==> src/rtl/rspc_pkg.sv <==
// package: constants for the reset strap power configuration block
package rspc_pkg;
   // ---------------------------------------------------------------
   // register map (byte addresses)
   // ---------------------------------------------------------------
   localparam logic [3:0] RSPC_STATUS_ADDR = 4'h0;
   localparam logic [3:0] RSPC_CONTROL_ADDR = 4'h4;
   localparam logic [3:0] RSPC_ID_ADDR = 4'h8;
   // ---------------------------------------------------------------
   // status fields
   // ---------------------------------------------------------------
   localparam int RSPC_ST_PWR_SWITCH_EN = 0;
   localparam int RSPC_ST_GANGED = 1;
   localparam int RSPC_ST_ACTIVE_HIGH = 2;
   localparam int RSPC_ST_I2C_MODE = 3;
   localparam int RSPC_ST_ADDR_LO = 4;
   localparam int RSPC_ST_ADDR_HI = 5;
   localparam int RSPC_ST_CAPTURED = 6;
   localparam int RSPC_ST_OC_LO = 8;
   localparam int RSPC_ST_OC_HI = 11;
   localparam int RSPC_ST_PWR_LO = 12;
   localparam int RSPC_ST_PWR_HI = 15;
   // ---------------------------------------------------------------
   // control fields and reset value
   // ---------------------------------------------------------------
   localparam int RSPC_CT_REQ_LO = 0;
   localparam int RSPC_CT_REQ_HI = 3;
   localparam int RSPC_CT_SS_STAT_EN = 4;
   localparam int RSPC_CT_HS_STAT_EN = 5;
   localparam int RSPC_CT_WIDTH = 6;
   localparam logic [5:0] RSPC_CONTROL_RST = 6'h00;
   // identity value is arbitrary
   localparam logic [31:0] RSPC_ID_VALUE = 32'h5253_0001;
   // ---------------------------------------------------------------
   // axi responses
   // ---------------------------------------------------------------
   localparam logic [1:0] RSPC_RESP_OKAY = 2'h0;
   localparam logic [1:0] RSPC_RESP_SLVERR = 2'h2;
   // capture sequencer, one-hot
   typedef enum logic [1:0] {
      RSPC_ST_WAIT = 2'b01,
      RSPC_ST_RUN = 2'b10
   } rspc_state_t;
endpackage

==> src/rtl/rspc_top.sv <==
// module: strap capture, port power control and axi4-lite registers
// Summary of operation
// RULE1: a low power management strap enables power switching and over-current inputs, a high one disables both.
// RULE2: the power management strap level is captured at reset release and steers power switch control.
// RULE3: in smbus mode, slave address bit 1 is the level of the power management strap.
// RULE4: after reset, when enabled, the power management pin drives 1 while upstream is superspeed attached.
// RULE5: the board must strap power switching on when battery charging is used.
// RULE6: the polarity strap, captured at reset release, makes all four power outputs active low (0) or high (1).
// RULE7: the ganged strap, captured at reset release, selects per-port (0) or ganged (1) control when switching is on.
// RULE8: in smbus mode, slave address bit 2 is the level of the ganged strap.
// RULE9: the serial mode strap, captured at reset release, selects eeprom master (1) or smbus slave (0).
// RULE10: captured strap values stay fixed until the next reset, whatever the pins do later.
//
// The implementer's own choices: the register addresses and the AXI4-Lite register port.
module rspc_top
   import rspc_pkg::*;
(
   input wire logic clk_i,
   input wire logic rst_i,
   // strap pins
   input wire logic power_mgmt_strap_n_i,
   output logic power_mgmt_strap_n_o,
   output logic power_mgmt_strap_n_oe_o,
   input wire logic ganged_strap_i,
   output logic ganged_strap_o,
   output logic ganged_strap_oe_o,
   input wire logic power_ctl_polarity_strap_i,
   input wire logic serial_mode_select_strap_i,
   // link status and power switch side
   input wire logic upstream_superspeed_connected_i,
   input wire logic upstream_highspeed_connected_i,
   input wire logic [3:0] overcur_n_i,
   output logic [3:0] port_power_enable_out_o,
   // configuration seen by the serial engine
   output logic smbus_mode_o,
   output logic [1:0] slave_addr_bits_o,
   // axi4-lite slave
   input wire logic [3:0] s_axi_awaddr,
   input wire logic s_axi_awvalid,
   output logic s_axi_awready,
   input wire logic [31:0] s_axi_wdata,
   input wire logic [3:0] s_axi_wstrb,
   input wire logic s_axi_wvalid,
   output logic s_axi_wready,
   output logic [1:0] s_axi_bresp,
   output logic s_axi_bvalid,
   input wire logic s_axi_bready,
   input wire logic [3:0] s_axi_araddr,
   input wire logic s_axi_arvalid,
   output logic s_axi_arready,
   output logic [31:0] s_axi_rdata,
   output logic [1:0] s_axi_rresp,
   output logic s_axi_rvalid,
   input wire logic s_axi_rready
);

   // ---------------------------------------------------------------
   // strap capture
   // ---------------------------------------------------------------
   rspc_state_t state_reg, state_next;
   logic pwr_n_reg, pwr_n_next;
   logic gang_reg, gang_next;
   logic pol_reg, pol_next;
   logic ser_reg, ser_next;

   // capture at the first edge after release; async reset loads constants only
   always_comb begin
      state_next = state_reg;
      pwr_n_next = pwr_n_reg;
      gang_next = gang_reg;
      pol_next = pol_reg;
      ser_next = ser_reg;
      case (state_reg)
         RSPC_ST_WAIT: begin
            pwr_n_next = power_mgmt_strap_n_i; // RULE2
            gang_next = ganged_strap_i; // RULE7
            pol_next = power_ctl_polarity_strap_i; // RULE6
            ser_next = serial_mode_select_strap_i; // RULE9
            state_next = RSPC_ST_RUN;
         end
         RSPC_ST_RUN: begin
            // nothing reloads here, so later pin driving cannot disturb it
            state_next = RSPC_ST_RUN; // RULE10
         end
         default: begin
            state_next = RSPC_ST_WAIT;
         end
      endcase
   end

   always_ff @(posedge clk_i or posedge rst_i) begin
      if (rst_i) begin
         state_reg <= RSPC_ST_WAIT;
         pwr_n_reg <= 1'b1;
         gang_reg <= 1'b0;
         pol_reg <= 1'b1;
         ser_reg <= 1'b1;
      end else begin
         state_reg <= state_next;
         pwr_n_reg <= pwr_n_next;
         gang_reg <= gang_next;
         pol_reg <= pol_next;
         ser_reg <= ser_next;
      end
   end

   // ---------------------------------------------------------------
   // derived configuration
   // ---------------------------------------------------------------
   logic captured;
   logic switch_en;
   assign captured = (state_reg == RSPC_ST_RUN);
   assign switch_en = ~pwr_n_reg; // RULE1
   assign smbus_mode_o = captured & ~ser_reg; // RULE9
   // address bits only mean something in smbus mode
   assign slave_addr_bits_o = smbus_mode_o ? {gang_reg, pwr_n_reg} : 2'b00; // RULE3 RULE8

   // ---------------------------------------------------------------
   // control register and port power
   // ---------------------------------------------------------------
   logic [5:0] ctl_reg, ctl_next;
   logic [3:0] oc_reg, oc_next;
   logic [3:0] pwr_on_reg, pwr_on_next;
   logic [3:0] out_reg, out_next;
   logic wr_fire;
   logic [3:0] wr_addr_reg;
   logic [31:0] wr_data_reg;
   logic [3:0] wr_strb_reg;

   // over-current and switching only act with switching enabled
   always_comb begin
      oc_next = 4'h0;
      pwr_on_next = 4'hF;
      if (switch_en) begin // RULE1
         if (gang_reg) begin // RULE7
            oc_next = {4{~&overcur_n_i}};
            pwr_on_next = {4{ctl_reg[RSPC_CT_REQ_LO]}} & ~oc_next;
         end else begin
            oc_next = ~overcur_n_i;
            pwr_on_next = ctl_reg[RSPC_CT_REQ_HI:RSPC_CT_REQ_LO] & ~oc_next;
         end
      end
      // requests stay off until straps are known, outputs sit at 0 until then whatever the strapped polarity, polarity applied last
      if (!captured) begin
         pwr_on_next = 4'h0;
      end
      out_next = pol_reg ? pwr_on_next : ~pwr_on_next; // RULE6
   end

   // control writes honour byte lane 0, where every field lives
   always_comb begin
      ctl_next = ctl_reg;
      if (wr_fire && wr_addr_reg == RSPC_CONTROL_ADDR && wr_strb_reg[0]) begin
         ctl_next = wr_data_reg[RSPC_CT_WIDTH-1:0];
      end
   end

   always_ff @(posedge clk_i or posedge rst_i) begin
      if (rst_i) begin
         ctl_reg <= RSPC_CONTROL_RST;
         oc_reg <= 4'h0;
         pwr_on_reg <= 4'h0;
         out_reg <= 4'h0;
      end else begin
         ctl_reg <= ctl_next;
         oc_reg <= oc_next;
         pwr_on_reg <= pwr_on_next;
         out_reg <= out_next;
      end
   end

   assign port_power_enable_out_o = out_reg;

   // ---------------------------------------------------------------
   // status outputs on the strap pins
   // ---------------------------------------------------------------
   logic ss_oe_reg, ss_oe_next, ss_val_reg, ss_val_next;
   logic hs_oe_reg, hs_oe_next, hs_val_reg, hs_val_next;

   // pins only drive once captured, so a strap is never fought
   always_comb begin
      ss_oe_next = captured & ctl_reg[RSPC_CT_SS_STAT_EN]; // RULE4
      ss_val_next = ss_oe_next & upstream_superspeed_connected_i; // RULE4
      hs_oe_next = captured & ctl_reg[RSPC_CT_HS_STAT_EN];
      hs_val_next = hs_oe_next & upstream_highspeed_connected_i;
   end

   always_ff @(posedge clk_i or posedge rst_i) begin
      if (rst_i) begin
         ss_oe_reg <= 1'b0;
         ss_val_reg <= 1'b0;
         hs_oe_reg <= 1'b0;
         hs_val_reg <= 1'b0;
      end else begin
         ss_oe_reg <= ss_oe_next;
         ss_val_reg <= ss_val_next;
         hs_oe_reg <= hs_oe_next;
         hs_val_reg <= hs_val_next;
      end
   end

   assign power_mgmt_strap_n_oe_o = ss_oe_reg;
   assign power_mgmt_strap_n_o = ss_val_reg;
   assign ganged_strap_oe_o = hs_oe_reg;
   assign ganged_strap_o = hs_val_reg;

   // ---------------------------------------------------------------
   // axi4-lite write channel
   // ---------------------------------------------------------------
   logic aw_held_reg, aw_held_next;
   logic w_held_reg, w_held_next;
   logic bvalid_reg, bvalid_next;
   logic [1:0] bresp_reg, bresp_next;
   logic [3:0] wr_addr_next;
   logic [31:0] wr_data_next;
   logic [3:0] wr_strb_next;

   // decode used by both channels
   function automatic logic addr_ok(input logic [3:0] a, input logic is_wr);
      addr_ok = (a == RSPC_CONTROL_ADDR) ||
         (!is_wr && (a == RSPC_STATUS_ADDR || a == RSPC_ID_ADDR));
   endfunction

   assign s_axi_awready = ~aw_held_reg & ~bvalid_reg;
   assign s_axi_wready = ~w_held_reg & ~bvalid_reg;
   assign wr_fire = aw_held_reg & w_held_reg & ~bvalid_reg;

   // address and data are taken in either order, the write lands when both are in
   always_comb begin
      aw_held_next = aw_held_reg;
      w_held_next = w_held_reg;
      bvalid_next = bvalid_reg;
      bresp_next = bresp_reg;
      wr_addr_next = wr_addr_reg;
      wr_data_next = wr_data_reg;
      wr_strb_next = wr_strb_reg;
      if (s_axi_awvalid && s_axi_awready) begin
         aw_held_next = 1'b1;
         wr_addr_next = {s_axi_awaddr[3:2], 2'b00};
      end
      if (s_axi_wvalid && s_axi_wready) begin
         w_held_next = 1'b1;
         wr_data_next = s_axi_wdata;
         wr_strb_next = s_axi_wstrb;
      end
      if (wr_fire) begin
         aw_held_next = 1'b0;
         w_held_next = 1'b0;
         bvalid_next = 1'b1;
         bresp_next = addr_ok(wr_addr_reg, 1'b1) ? RSPC_RESP_OKAY : RSPC_RESP_SLVERR;
      end else if (bvalid_reg && s_axi_bready) begin
         bvalid_next = 1'b0;
      end
   end

   always_ff @(posedge clk_i or posedge rst_i) begin
      if (rst_i) begin
         aw_held_reg <= 1'b0;
         w_held_reg <= 1'b0;
         bvalid_reg <= 1'b0;
         bresp_reg <= RSPC_RESP_OKAY;
         wr_addr_reg <= 4'h0;
         wr_data_reg <= 32'h0000_0000;
         wr_strb_reg <= 4'h0;
      end else begin
         aw_held_reg <= aw_held_next;
         w_held_reg <= w_held_next;
         bvalid_reg <= bvalid_next;
         bresp_reg <= bresp_next;
         wr_addr_reg <= wr_addr_next;
         wr_data_reg <= wr_data_next;
         wr_strb_reg <= wr_strb_next;
      end
   end

   assign s_axi_bvalid = bvalid_reg;
   assign s_axi_bresp = bresp_reg;

   // ---------------------------------------------------------------
   // axi4-lite read channel
   // ---------------------------------------------------------------
   logic rvalid_reg, rvalid_next;
   logic [31:0] rdata_reg, rdata_next;
   logic [1:0] rresp_reg, rresp_next;
   logic [31:0] status_word;

   // status reports the captured straps and live port state
   always_comb begin
      status_word = 32'h0000_0000;
      status_word[RSPC_ST_PWR_SWITCH_EN] = switch_en;
      status_word[RSPC_ST_GANGED] = gang_reg;
      status_word[RSPC_ST_ACTIVE_HIGH] = pol_reg;
      status_word[RSPC_ST_I2C_MODE] = ser_reg;
      status_word[RSPC_ST_ADDR_HI:RSPC_ST_ADDR_LO] = slave_addr_bits_o;
      status_word[RSPC_ST_CAPTURED] = captured;
      status_word[RSPC_ST_OC_HI:RSPC_ST_OC_LO] = oc_reg;
      status_word[RSPC_ST_PWR_HI:RSPC_ST_PWR_LO] = pwr_on_reg;
   end

   assign s_axi_arready = ~rvalid_reg;

   // one read in flight; data held until rready
   always_comb begin
      rvalid_next = rvalid_reg;
      rdata_next = rdata_reg;
      rresp_next = rresp_reg;
      if (s_axi_arvalid && s_axi_arready) begin
         rvalid_next = 1'b1;
         rresp_next = addr_ok({s_axi_araddr[3:2], 2'b00}, 1'b0) ? RSPC_RESP_OKAY : RSPC_RESP_SLVERR;
         case ({s_axi_araddr[3:2], 2'b00})
            RSPC_STATUS_ADDR: rdata_next = status_word;
            RSPC_CONTROL_ADDR: rdata_next = {26'h000_0000, ctl_reg};
            RSPC_ID_ADDR: rdata_next = RSPC_ID_VALUE;
            default: rdata_next = 32'h0000_0000;
         endcase
      end else if (rvalid_reg && s_axi_rready) begin
         rvalid_next = 1'b0;
      end
   end

   always_ff @(posedge clk_i or posedge rst_i) begin
      if (rst_i) begin
         rvalid_reg <= 1'b0;
         rdata_reg <= 32'h0000_0000;
         rresp_reg <= RSPC_RESP_OKAY;
      end else begin
         rvalid_reg <= rvalid_next;
         rdata_reg <= rdata_next;
         rresp_reg <= rresp_next;
      end
   end

   assign s_axi_rvalid = rvalid_reg;
   assign s_axi_rdata = rdata_reg;
   assign s_axi_rresp = rresp_reg;

endmodule

==> config.mk <==
export PLATFORM = sky130hd
export DESIGN_NAME = rspc_top
export DESIGN_NICKNAME = d
export VERILOG_FILES = /design/src/rtl/rspc_pkg.sv /design/src/rtl/rspc_top.sv
export SDC_FILE = /design/constraint.sdc
export NUM_CORES = 1
export LEC_CHECK = 0
export BUFFER_PORTS_ARGS = -buffer_cell sky130_fd_sc_hd__buf_2
export CORE_UTILIZATION = 32
export CTS_CLUSTER_DIAMETER = 150
export CTS_CLUSTER_SIZE = 20
export DETAILED_ROUTE_END_ITERATION = 10
export PLACE_DENSITY = 0.61
export SLEW_MARGIN = 20
export SYNTH_ARGS = -nofsm -noshare
export SYNTH_HDL_FRONTEND = slang
export SYNTH_SLANG_ARGS = --single-unit
==> constraint.sdc <==
create_clock -name clk_i -period 6.11 [get_ports clk_i]
set_clock_uncertainty 0.1 [all_clocks]
set_input_delay 1.222 -clock clk_i [delete_from_list [all_inputs] [get_ports clk_i]]
set_output_delay 1.222 -clock clk_i [all_outputs]
set_load 0.02 [all_outputs]
==> results of run 1 <==
[worst min path at each step]
stage / startpoint / to / slack (ns)
after global placement: pwr_on_reg[0] / s_axi_rdata[12] / 0.34
after floorplan: oc_reg[2] / s_axi_rdata[10] / 0.34
after global routing: oc_reg[2] / s_axi_rdata[10] / 0.38
after detailed placement: oc_reg[0] / s_axi_rdata[8] / 0.35
final: oc_reg[0] / s_axi_rdata[8] / 0.36
after CTS: oc_reg[0] / s_axi_rdata[8] / 0.36
[metal layers]
| metal | track usage | wire, um |
|---|---|---|
| met5 | 0 | 0 |
| met4 | 0.0685 | 78 |
| met3 | 0.0488 | 316 |
| met2 | 0.193 | 2260 |
| met1 | 0.149 | 2040 |
[stage by stage]
stage | utilization | hold slack (ns) | area (um2) | total power [mW] | cells
6_report | 0.402 | 0.361 | 3090 | 1.27 | 372
5_1_grt | 0.402 | 0.382 | 3090 | 1.35 | 372
4_1_cts | 0.402 | 0.363 | 3090 | 1.29 | 372
3_5_place_dp | 0.372 | 0.348 | 2860 | 0.887 | 356
3_3_place_gp | 0.372 | 0.345 | 2860 | 0.876 | 356
2_1_floorplan | - | 0.343 | 2560 | 0.797 | 211
[cell type report]
type                    instances  area share
clock buffers                  12      0.0502
clock inverters                 4      0.0235
inverters                       7     0.00851
multi-input cells             120       0.286
flip-flops and latches         59       0.480
well taps                     102      0.0413
repair buffers                 68       0.111
[cells by family (layout without fill, tap and decap cells)]
| logic type | Yosys count | after routing | synth area share |
|---|---|---|---|
| AO/OA/AOI/OAI | 34 | 34 | 0.0963 |
| XOR/XNOR | 4 | 4 | 0.0139 |
| adder cells (fa/ha/maj) | 2 | 2 | 0.00992 |
| buffers and inverters | 32 | 91 | 0.0789 |
| flip-flops | 59 | 59 | 0.588 |
| multiplexers | 23 | 23 | 0.100 |
| other | 1 | 12 | 0.00149 |
| AND/OR/NAND/NOR | 45 | 45 | 0.112 |
[layout by cell type (no fill, tap or decap), types with 2 or more instances in the layout]
| cell type | n |
|---|---|
| and3b_1 | 2 |
| buf_2 | 67 |
| nor2b_1 | 2 |
| nand3b_1 | 2 |
| and3_1 | 2 |
| a22o_1 | 9 |
| nand3_1 | 4 |
| a21oi_1 | 5 |
| nand4b_1 | 3 |
| mux2_2 | 18 |
| o21ai_0 | 12 |
| o211ai_2 | 3 |
| inv_1 | 6 |
| dfrtp_1 | 55 |
| nand2_1 | 14 |
| conb_1 | 12 |
| dfstp_2 | 4 |
| and2_1 | 4 |
| nor2_1 | 3 |
| bufinv_16 | 2 |
| a31oi_1 | 2 |
| ha_1 | 2 |
| xnor2_1 | 4 |
| mux2i_1 | 5 |
| clkbuf_8 | 11 |
| nand2b_1 | 3 |
[worst register-to-register path, cell delays in order, from the launching register on]
cell and delay (ns):
dfrtp_1 0.39, nand2b_1 0.51, nor3_2 0.60, a22o_1 0.21
[power by group through the flow]
stage	clock, mW	sequential [mW]	combinational, mW
2_1_floorplan	0	0.600	0.197
3_3_place_gp	0	0.564	0.312
3_5_place_dp	0	0.568	0.319
4_1_cts	0.410	0.561	0.320
5_1_grt	0.430	0.576	0.345
6_report	0.399	0.560	0.315
==> flow_summary.ini, run 1 <==
[yosys]
synthTopCellsByArea = dfrtp_1 (55%), mux2_2 (8.0%), buf_4 (5.4%)
ys_seq_elements = 59
synth_edf_count = 0
yosys.area.top_type = dfrtp_1
netlist_area_um2 = 2520
yosys_warnings = 0
synth.distinct_cells = 36
synth_commonest_cells = dfrtp_1 (55), buf_4 (18), mux2_2 (18)
syn-instance-count = 200
synth.top_cell.area_share = 0.546
yosysMostFrequentCell = dfrtp_1
async_reset_ff_frac = 1.00
yosysSeqAreaShare = 0.588
avgSynthCellArea_um2 = 12.6
ys.flop_type = dfrtp_1

[hold_path]
worstHoldPathCells = 1
min_path_type = flip-flop to flip-flop

[worst_setup_path]
critical-path-max-stage-delay_ns = 0.53
endpoint_kind = output port
path_cells = inv_1 -> ha_1 -> and3b_1 -> buf_2
reg2reg_depth = 3
crit_path_max_fanout = 14
cp-start-kind = flip-flop
r2r_end = s_axi_rdata[10]
critPathKind = flip-flop to output port
critPathLaunch = state_reg[0]
path_buf_inv = 2
critical_path_depth = 4
cp_slowest_cell = dfstp_2
endpoint = slave_addr_bits_o[0]
r2r_start = s_axi_rvalid
crit_required_ns = 4.79
crit_arrival_ns = 1.70
reg2reg_setup_slack_ns = 4.24
critPathTopFamily = flip-flops

[clock_network]
clock-sinks = 59
worstSkewPairLatency_ns = 0.33
hold_buffers = 0
htreeDepth = 3
path_clk_slew_ns = 0.07
cts_post_setup_buffers_inserted = 0
ctsResizeCount = 0
numCtsBuffers = 9
cts-root-buf = clkbuf_8
tritoncts = done
clock_path_buffers = 2

[drt]
route.detailed.drc = 0
vias = 1666
wl_per_cell_um = 12.6
drt_iter0_markers = 80
first_pass_iters = 4
drtAntennaViolNets = 0
wl_mm = 4.69
viasPerCell = 4.48

[floorplanning]
die_w_um = 90.8
die_h_um = 90.8
die_area_um2 = 8240
start_util = 0.328
rows = 32
ios = 113
core_area_um2 = 7690

[finish]
layout.nets = 328
seq_area_um2 = 1480
multi_input_area_um2 = 882
areaGrowthSynthToFinish_pct = 22.5
fillerInstances = 775
largest_reg_flops = 16
layout-drive-gt1-share = 0.430
num_antenna_cells = 0

[timing]
slew_headroom = 0.461
fin_crit_ns = 3.02
slew_violations = 0
fin_crit_sh = 0.495
rsz0062_at_grt = false
setup_viol = 0
hold_viol = 0
fin_ws_ns = 3.09
worst_pin_slew_ns = 0.809
fmax_mhz = 331
tns_ns = 0

[place]
pre_cts_slack_ns = 3.37
gp_routability_congestion = 0.820
io_buffers = 67
post-dp-hpwl_mm = 3.35

[global_routing]
globalRoute.totalOverflow = 0
antenna_found_initial = 0
grt_pass1_vias = 1621
grt_pass1_wl_mm = 7.89
grt_max_degree = 60
grt_usage = 0.125

[status]
status = finished, final reports clean

[pwr]
powerDensity_nw_per_um2 = 413
p_int_uw = 881
power_frac_seq = 0.439
p_switching_uw = 393
pwr-share-clk = 0.313
power_leakage_nw = 1.53
share_comb_of_total_power = 0.247
ir_drop_uv = 234
swShare = 0.309

[flow_run]
cap_viol_max_count = 0
Power figures use the tool's default switching activity.
==> run 2, diff against run 1 <==
--- a/config.mk
+++ b/config.mk
@@ -5,6 +5,7 @@
 export SDC_FILE = /design/constraint.sdc
 export NUM_CORES = 1
 export LEC_CHECK = 0
+export ABC_AREA = 1
 export BUFFER_PORTS_ARGS = -buffer_cell sky130_fd_sc_hd__buf_2
 export CORE_UTILIZATION = 32
 export CTS_CLUSTER_DIAMETER = 150
==> constraint.sdc (replaced) <==
create_clock -name clk_i -period 2.9 [get_ports clk_i]
set_clock_uncertainty 0.1 [all_clocks]
set_input_delay 0.58 -clock clk_i [delete_from_list [all_inputs] [get_ports clk_i]]
set_output_delay 0.58 -clock clk_i [all_outputs]
set_load 0.02 [all_outputs]
==> run 2 against run 1 <==
Net effect:
- wire length increased by 9.0%
- count of clock-buffer cells in the layout decreased by 1
- cell area decreased by 0.36%
- setup slack got worse by 2.6 ns
- synthesized cell count increased by 37%
- die area increased by 0.87%
- sequential power increased by 110%
- critical path depth increased by 1
- highest routed layer unchanged
==> flow_summary.ini, run 2 <==
[floorplanning]
start_util = 0.331
die_w_um = 91.2
ios = 113
core_area_um2 = 7690
die_h_um = 91.2
die_area_um2 = 8310
rows = 32

[drt]
viasPerCell = 4.34
first_pass_iters = 4
vias = 1943
drtAntennaViolNets = 0
wl_per_cell_um = 11.4
route.detailed.drc = 0
wl_mm = 5.11
drt_iter0_markers = 159

[finish]
largest_reg_flops = 16
final_cell_mix = buf_2 (67), nand2_1 (61), dfrtp_1 (55)
final_cells = 448
fin_area_um2 = 3080
num_antenna_cells = 0
layout.nets = 404
mostFrequentLayoutCell = buf_2
layout-drive-gt1-share = 0.306
areaGrowthSynthToFinish_pct = 21.0
fillerInstances = 815

[yosys]
yosysSeqAreaShare = 0.582
yosys.area.top_type = dfrtp_1
netlist_area_um2 = 2540
yosysMostFrequentCell = nand2_1
synthTopCellsByArea = dfrtp_1 (54%), nand2_1 (9.0%), buf_4 (5.9%)
syn-instance-count = 274
synth.distinct_cells = 23
yosys_warnings = 0
synth.top_cell.area_share = 0.541
avgSynthCellArea_um2 = 9.28
ys_seq_elements = 59
ys.flop_type = dfrtp_1
synth_commonest_cells = nand2_1 (61), dfrtp_1 (55), inv_1 (33)
synth_edf_count = 0
async_reset_ff_frac = 1.00

[worst_setup_path]
reg2reg_setup_slack_ns = 1.26
cp-start-kind = flip-flop
crit_path_max_fanout = 9
critPathKind = flip-flop to output port
reg2reg_depth = 5
r2r_end = s_axi_rdata[1]
crit_arrival_ns = 1.73
r2r_start = s_axi_rvalid
crit_required_ns = 2.22
endpoint_kind = output port

[clock_network]
tritoncts = done
path_clk_slew_ns = 0.07
cts_post_setup_buffers_inserted = 0
clock-sinks = 59
numCtsBuffers = 9
cts-root-buf = clkbuf_8
worstSkewPairLatency_ns = 0.34
hold_buffers = 0
ctsResizeCount = 0
htreeDepth = 3
clock_path_buffers = 2

[global_routing]
grt_pass1_wl_mm = 8.65
grt_usage = 0.138
antenna_found_initial = 0
globalRoute.totalOverflow = 0
grt_max_degree = 42
grt_pass1_vias = 1859

[timing]
fin_crit_ns = 2.41
fmax_mhz = 415
slew_headroom = 0.441
rsz0062_at_grt = false
tns_ns = 0
hold_viol = 0
worst_pin_slew_ns = 0.837
slew_violations = 0
setup_viol = 0
fin_crit_sh = 0.832

[place]
post-dp-hpwl_mm = 3.76
place_area_um2 = 2890
gp_routability_congestion = 0.806
dp.cells = 432
io_buffers = 67

[pwr]
powerDensity_nw_per_um2 = 828
power_leakage_nw = 1.65
ir_drop_uv = 461

[flow_run]
cap_viol_max_count = 0

[status]
status = finished, final reports clean

[hold_path]
min_path_type = input port to asynchronous set/reset pin
run 2: cell count changes after synthesis, sizes merged, moves of 4 or more:
| cell | previous run | this run |
|---|---|---|
| nand2 | 14 | 67 |
| inv | 7 | 33 |
| nor2 | 4 | 28 |
| mux2 | 18 | 2 |
| o21ai | 12 | 25 |
| a22o | 9 | 0 |
| nand3 | 4 | 12 |
| a21oi | 5 | 11 |
| mux2i | 5 | 0 |
| and2 | 4 | 0 |
| nand2b | 4 | 0 |
| xnor2 | 4 | 0 |
run 2: area by class of cell:
class / count / area (um2) / area share
clock buffer: 11 / 151 / 0.0492
timing repair buffer: 69 / 350 / 0.114
clock inverter: 5 / 37.5 / 0.0122
sequential: 59 / 1480 / 0.481
multi-input combinational: 168 / 801 / 0.260
tap: 102 / 128 / 0.0415
inverter: 34 / 128 / 0.0415
run 2: worst max path at each step:
stage                            start              endpoint  cells after the start  slack (ns)
after detailed placement  state_reg[0]  slave_addr_bits_o[0]                      5        0.82
final                     state_reg[0]  slave_addr_bits_o[1]                      5        0.49
after global routing      state_reg[0]  slave_addr_bits_o[0]                      5        0.34
after CTS                 state_reg[0]  slave_addr_bits_o[0]                      5        0.45
after global placement    state_reg[0]  slave_addr_bits_o[0]                      5        0.83
after floorplan                  rst_i           aw_held_reg                      1        0.77
run 2: metrics by stage:
stage / hold slack, ns / power, mW / setup WS, ns / utilization
global placement: 0.360 / 1.86 / 0.835 / 0.376
CTS: 0.306 / 2.58 / 0.452 / 0.400
detailed placement: 0.366 / 1.88 / 0.824 / 0.376
global route: 0.318 / 2.73 / 0.340 / 0.400
finish: 0.305 / 2.55 / 0.488 / 0.400
floorplan: 0.374 / 1.69 / 0.770 / -
run 2: worst max-delay path, cell delays in order (launching register included):
cell	delay [ns]
dfstp_2	0.37
inv_1	0.05
ha_1	0.34
inv_1	0.17
nor3_1	0.25
buf_2	0.22
run 2: routing by layer:
layer,global-route usage,vias to the layer above,wire [um]
met5,0,-,0
met4,0.0741,0,162
met3,0.0469,13,226
met2,0.218,55,2330
met1,0.165,915,2400
li1,-,960,-
run 2: cells by family (layout without fill, tap and decap cells):
| kind of cell | after synthesis | in the layout | synth area share |
|---|---|---|---|
| other | 1 | 12 | 0.00147 |
| multiplexers | 2 | 2 | 0.00885 |
| buffers and inverters | 58 | 119 | 0.119 |
| AND/OR/NAND/NOR | 110 | 110 | 0.182 |
| adder cells (fa/ha/maj) | 2 | 2 | 0.00984 |
| AO/OA/AOI/OAI | 42 | 42 | 0.0964 |
| flip-flops | 59 | 59 | 0.582 |
run 2: where the power goes:
| part | internal (mW) | switching (mW) | total, mW |
|---|---|---|---|
| registers | 1.03 | 0.118 | 1.15 |
| clock network | 0.357 | 0.333 | 0.691 |
| logic | 0.239 | 0.467 | 0.707 |
| total | 1.63 | 0.919 | 2.55 |
==> run 3, diff against run 2 <==
--- a/config.mk
+++ b/config.mk
@@ -5,13 +5,13 @@
 export SDC_FILE = /design/constraint.sdc
 export NUM_CORES = 1
 export LEC_CHECK = 0
-export ABC_AREA = 1
+export ABC_AREA = 0
 export BUFFER_PORTS_ARGS = -buffer_cell sky130_fd_sc_hd__buf_2
 export CORE_UTILIZATION = 32
 export CTS_CLUSTER_DIAMETER = 150
 export CTS_CLUSTER_SIZE = 20
 export DETAILED_ROUTE_END_ITERATION = 10
-export PLACE_DENSITY = 0.61
+export PLACE_DENSITY = 0.63
 export SLEW_MARGIN = 20
 export SYNTH_ARGS = -nofsm -noshare
 export SYNTH_HDL_FRONTEND = slang
==> constraint.sdc (replaced) <==
create_clock -name clk_i -period 1.9 [get_ports clk_i]
set_clock_uncertainty 0.1 [all_clocks]
set_input_delay 0.38 -clock clk_i [delete_from_list [all_inputs] [get_ports clk_i]]
set_output_delay 0.38 -clock clk_i [all_outputs]
set_load 0.02 [all_outputs]
==> run 3 against run 2 <==
Net effect:
- sequential cell count unchanged
- die area shrank 0.86%
- critical path depth fell by 1
- total power up 61%
- highest routed layer unchanged
==> flow_summary.ini, run 3 (synthesis gave the netlist of run 1 again) <==
[global_routing]
grt_pass1_wl_mm = 7.90
met1_usage = 0.143
grt_pass1_vias = 1686
use_met2 = 0.194
grt_usage = 0.126
grt_max_degree = 33
busiest_layer = met2
antenna_found_initial = 0
globalRoute.totalOverflow = 0
grtUsageMet3 = 0.0438

[clock_network]
tritoncts = done
path_clk_slew_ns = 0.06
numCtsBuffers = 9
clock_path_buffers = 2
clock-sinks = 59
htreeDepth = 3
cts-root-buf = clkbuf_8
worstSkewPairLatency_ns = 0.33
hold_buffers = 0

[drt]
vias = 1689
wl_mm = 4.68
drt_iter0_markers = 81
wl_per_cell_um = 12.2
viasPerCell = 4.42
drtAntennaViolNets = 0
first_pass_iters = 4
route.detailed.drc = 0

[worst_setup_path]
critPathKind = flip-flop to output port
reg2reg_setup_slack_ns = 0.08
cp-start-kind = flip-flop
r2r_start = state_reg[0]
r2r_end = port_power_enable_out_o[1]
path_cells = inv_2 -> ha_4 -> and3b_2 -> buf_6
critical-path-max-stage-delay_ns = 0.53
crit_path_max_fanout = 4
crit_required_ns = 1.42
endpoint_kind = output port
crit_arrival_ns = 1.42
cp_slowest_cell = dfstp_2
reg2reg_depth = 9

[timing]
fin_crit_ns = 1.90
fmax_mhz = 527
slew_violations = 0
fin_crit_sh = 0.999
setup_viol = 0
rsz0062_at_grt = true
hold_ws_ns = 0.0304
tns_ns = 0
slew_headroom = 0.653
worst_pin_slew_ns = 0.518
hold_viol = 0

[finish]
final_cells = 382
num_antenna_cells = 0
largest_reg_flops = 16
areaGrowthSynthToFinish_pct = 26.7
final_cell_mix = buf_2 (65), dfrtp_1 (55), mux2_2 (18)
mostFrequentLayoutCell = buf_2
final_core_util = 0.415
layout-drive-gt1-share = 0.468
layout.nets = 338

[pwr]
share_comb_of_total_power = 0.250
power_leakage_nw = 1.58
p_switching_mw = 1.26
power_frac_seq = 0.438
p_int_mw = 2.84
pwr-share-clk = 0.312
ir_drop_uv = 805
swShare = 0.307
powerDensity_nw_per_um2 = 1280

[floorplanning]
die_w_um = 90.8
start_util = 0.328
rows = 32
core_area_um2 = 7690
ios = 113
die_area_um2 = 8240
die_h_um = 90.8

[place]
dp.cells = 359
post-dp-hpwl_mm = 3.47
gp_routability_congestion = 0.757
io_buffers = 67

[flow_run]
cap_viol_max_count = 0

[hold_path]
min_path_type = input port to asynchronous set/reset pin

[status]
status = finished, final reports clean
[run 3: how the worst max path moves through the flow]
stage / from / end / slack (ns) / cells past startpoint
global placement: state_reg[0] / slave_addr_bits_o[0] / 0.17 / 4
detailed placement: state_reg[0] / slave_addr_bits_o[0] / 0.15 / 4
global route: state_reg[0] / slave_addr_bits_o[0] / -0.04 / 4
CTS: state_reg[0] / slave_addr_bits_o[0] / -0.02 / 4
finish: state_reg[0] / slave_addr_bits_o[0] / 0.001 / 4
floorplan: s_axi_bvalid / wr_data_reg[0] / 0.23 / 4
[run 3: timing repair]
| item | 4_1_cts | 5_1_grt |
|---|---|---|
| setup endpoints to repair | 3 | 2 |
| setup buffers | 4 | 3 |
| pin swaps | 1 | 0 |
| resized for setup | 9 | 0 |
[run 3: per-layer routing]
| layer | vias to the layer above | routed length, um |
|---|---|---|
| met5 | - | 0 |
| li1 | 813 | - |
| met1 | 794 | 2000 |
| met2 | 65 | 2210 |
| met3 | 17 | 296 |
| met4 | 0 | 174 |
[run 3: power by group through the flow]
| stage | logic, mW | registers [mW] | clock network (mW) |
|---|---|---|---|
| floorplan | 0.633 | 1.93 | 0 |
| global placement | 1.01 | 1.81 | 0 |
| detailed placement | 1.03 | 1.82 | 0 |
| CTS | 1.04 | 1.80 | 1.31 |
| global route | 1.12 | 1.85 | 1.36 |
| finish | 1.02 | 1.79 | 1.28 |
[run 3: cell type report]
type	instances	area, um2
Timing Repair Buffer	78	430
Fill cell	785	4490
Sequential cell	59	1480
Multi-Input combinational cell	120	897
Clock inverter	5	75.1
Inverter	7	30.0
Tap cell	102	128
Clock buffer	11	151
[run 3: worst max-delay path, delay by kind of cell, from the launching register on]
| kind | cells | cell delay (ns) |
|---|---|---|
| adder cells (fa/ha/maj) | 1 | 0.15 |
| AND/OR/NAND/NOR | 1 | 0.22 |
| flip-flops | 1 | 0.53 |
| buffers and inverters | 2 | 0.18 |
[run 3: per-stage QoR]
stage / area, um2 / worst slack [ns] / power [mW]
2_1_floorplan: 2570 / 0.228 / 2.56
3_3_place_gp: 2890 / 0.165 / 2.82
3_5_place_dp: 2890 / 0.152 / 2.85
4_1_cts: 3170 / -0.0199 / 4.14
5_1_grt: 3190 / -0.0392 / 4.33
6_report: 3190 / 0.00113 / 4.09
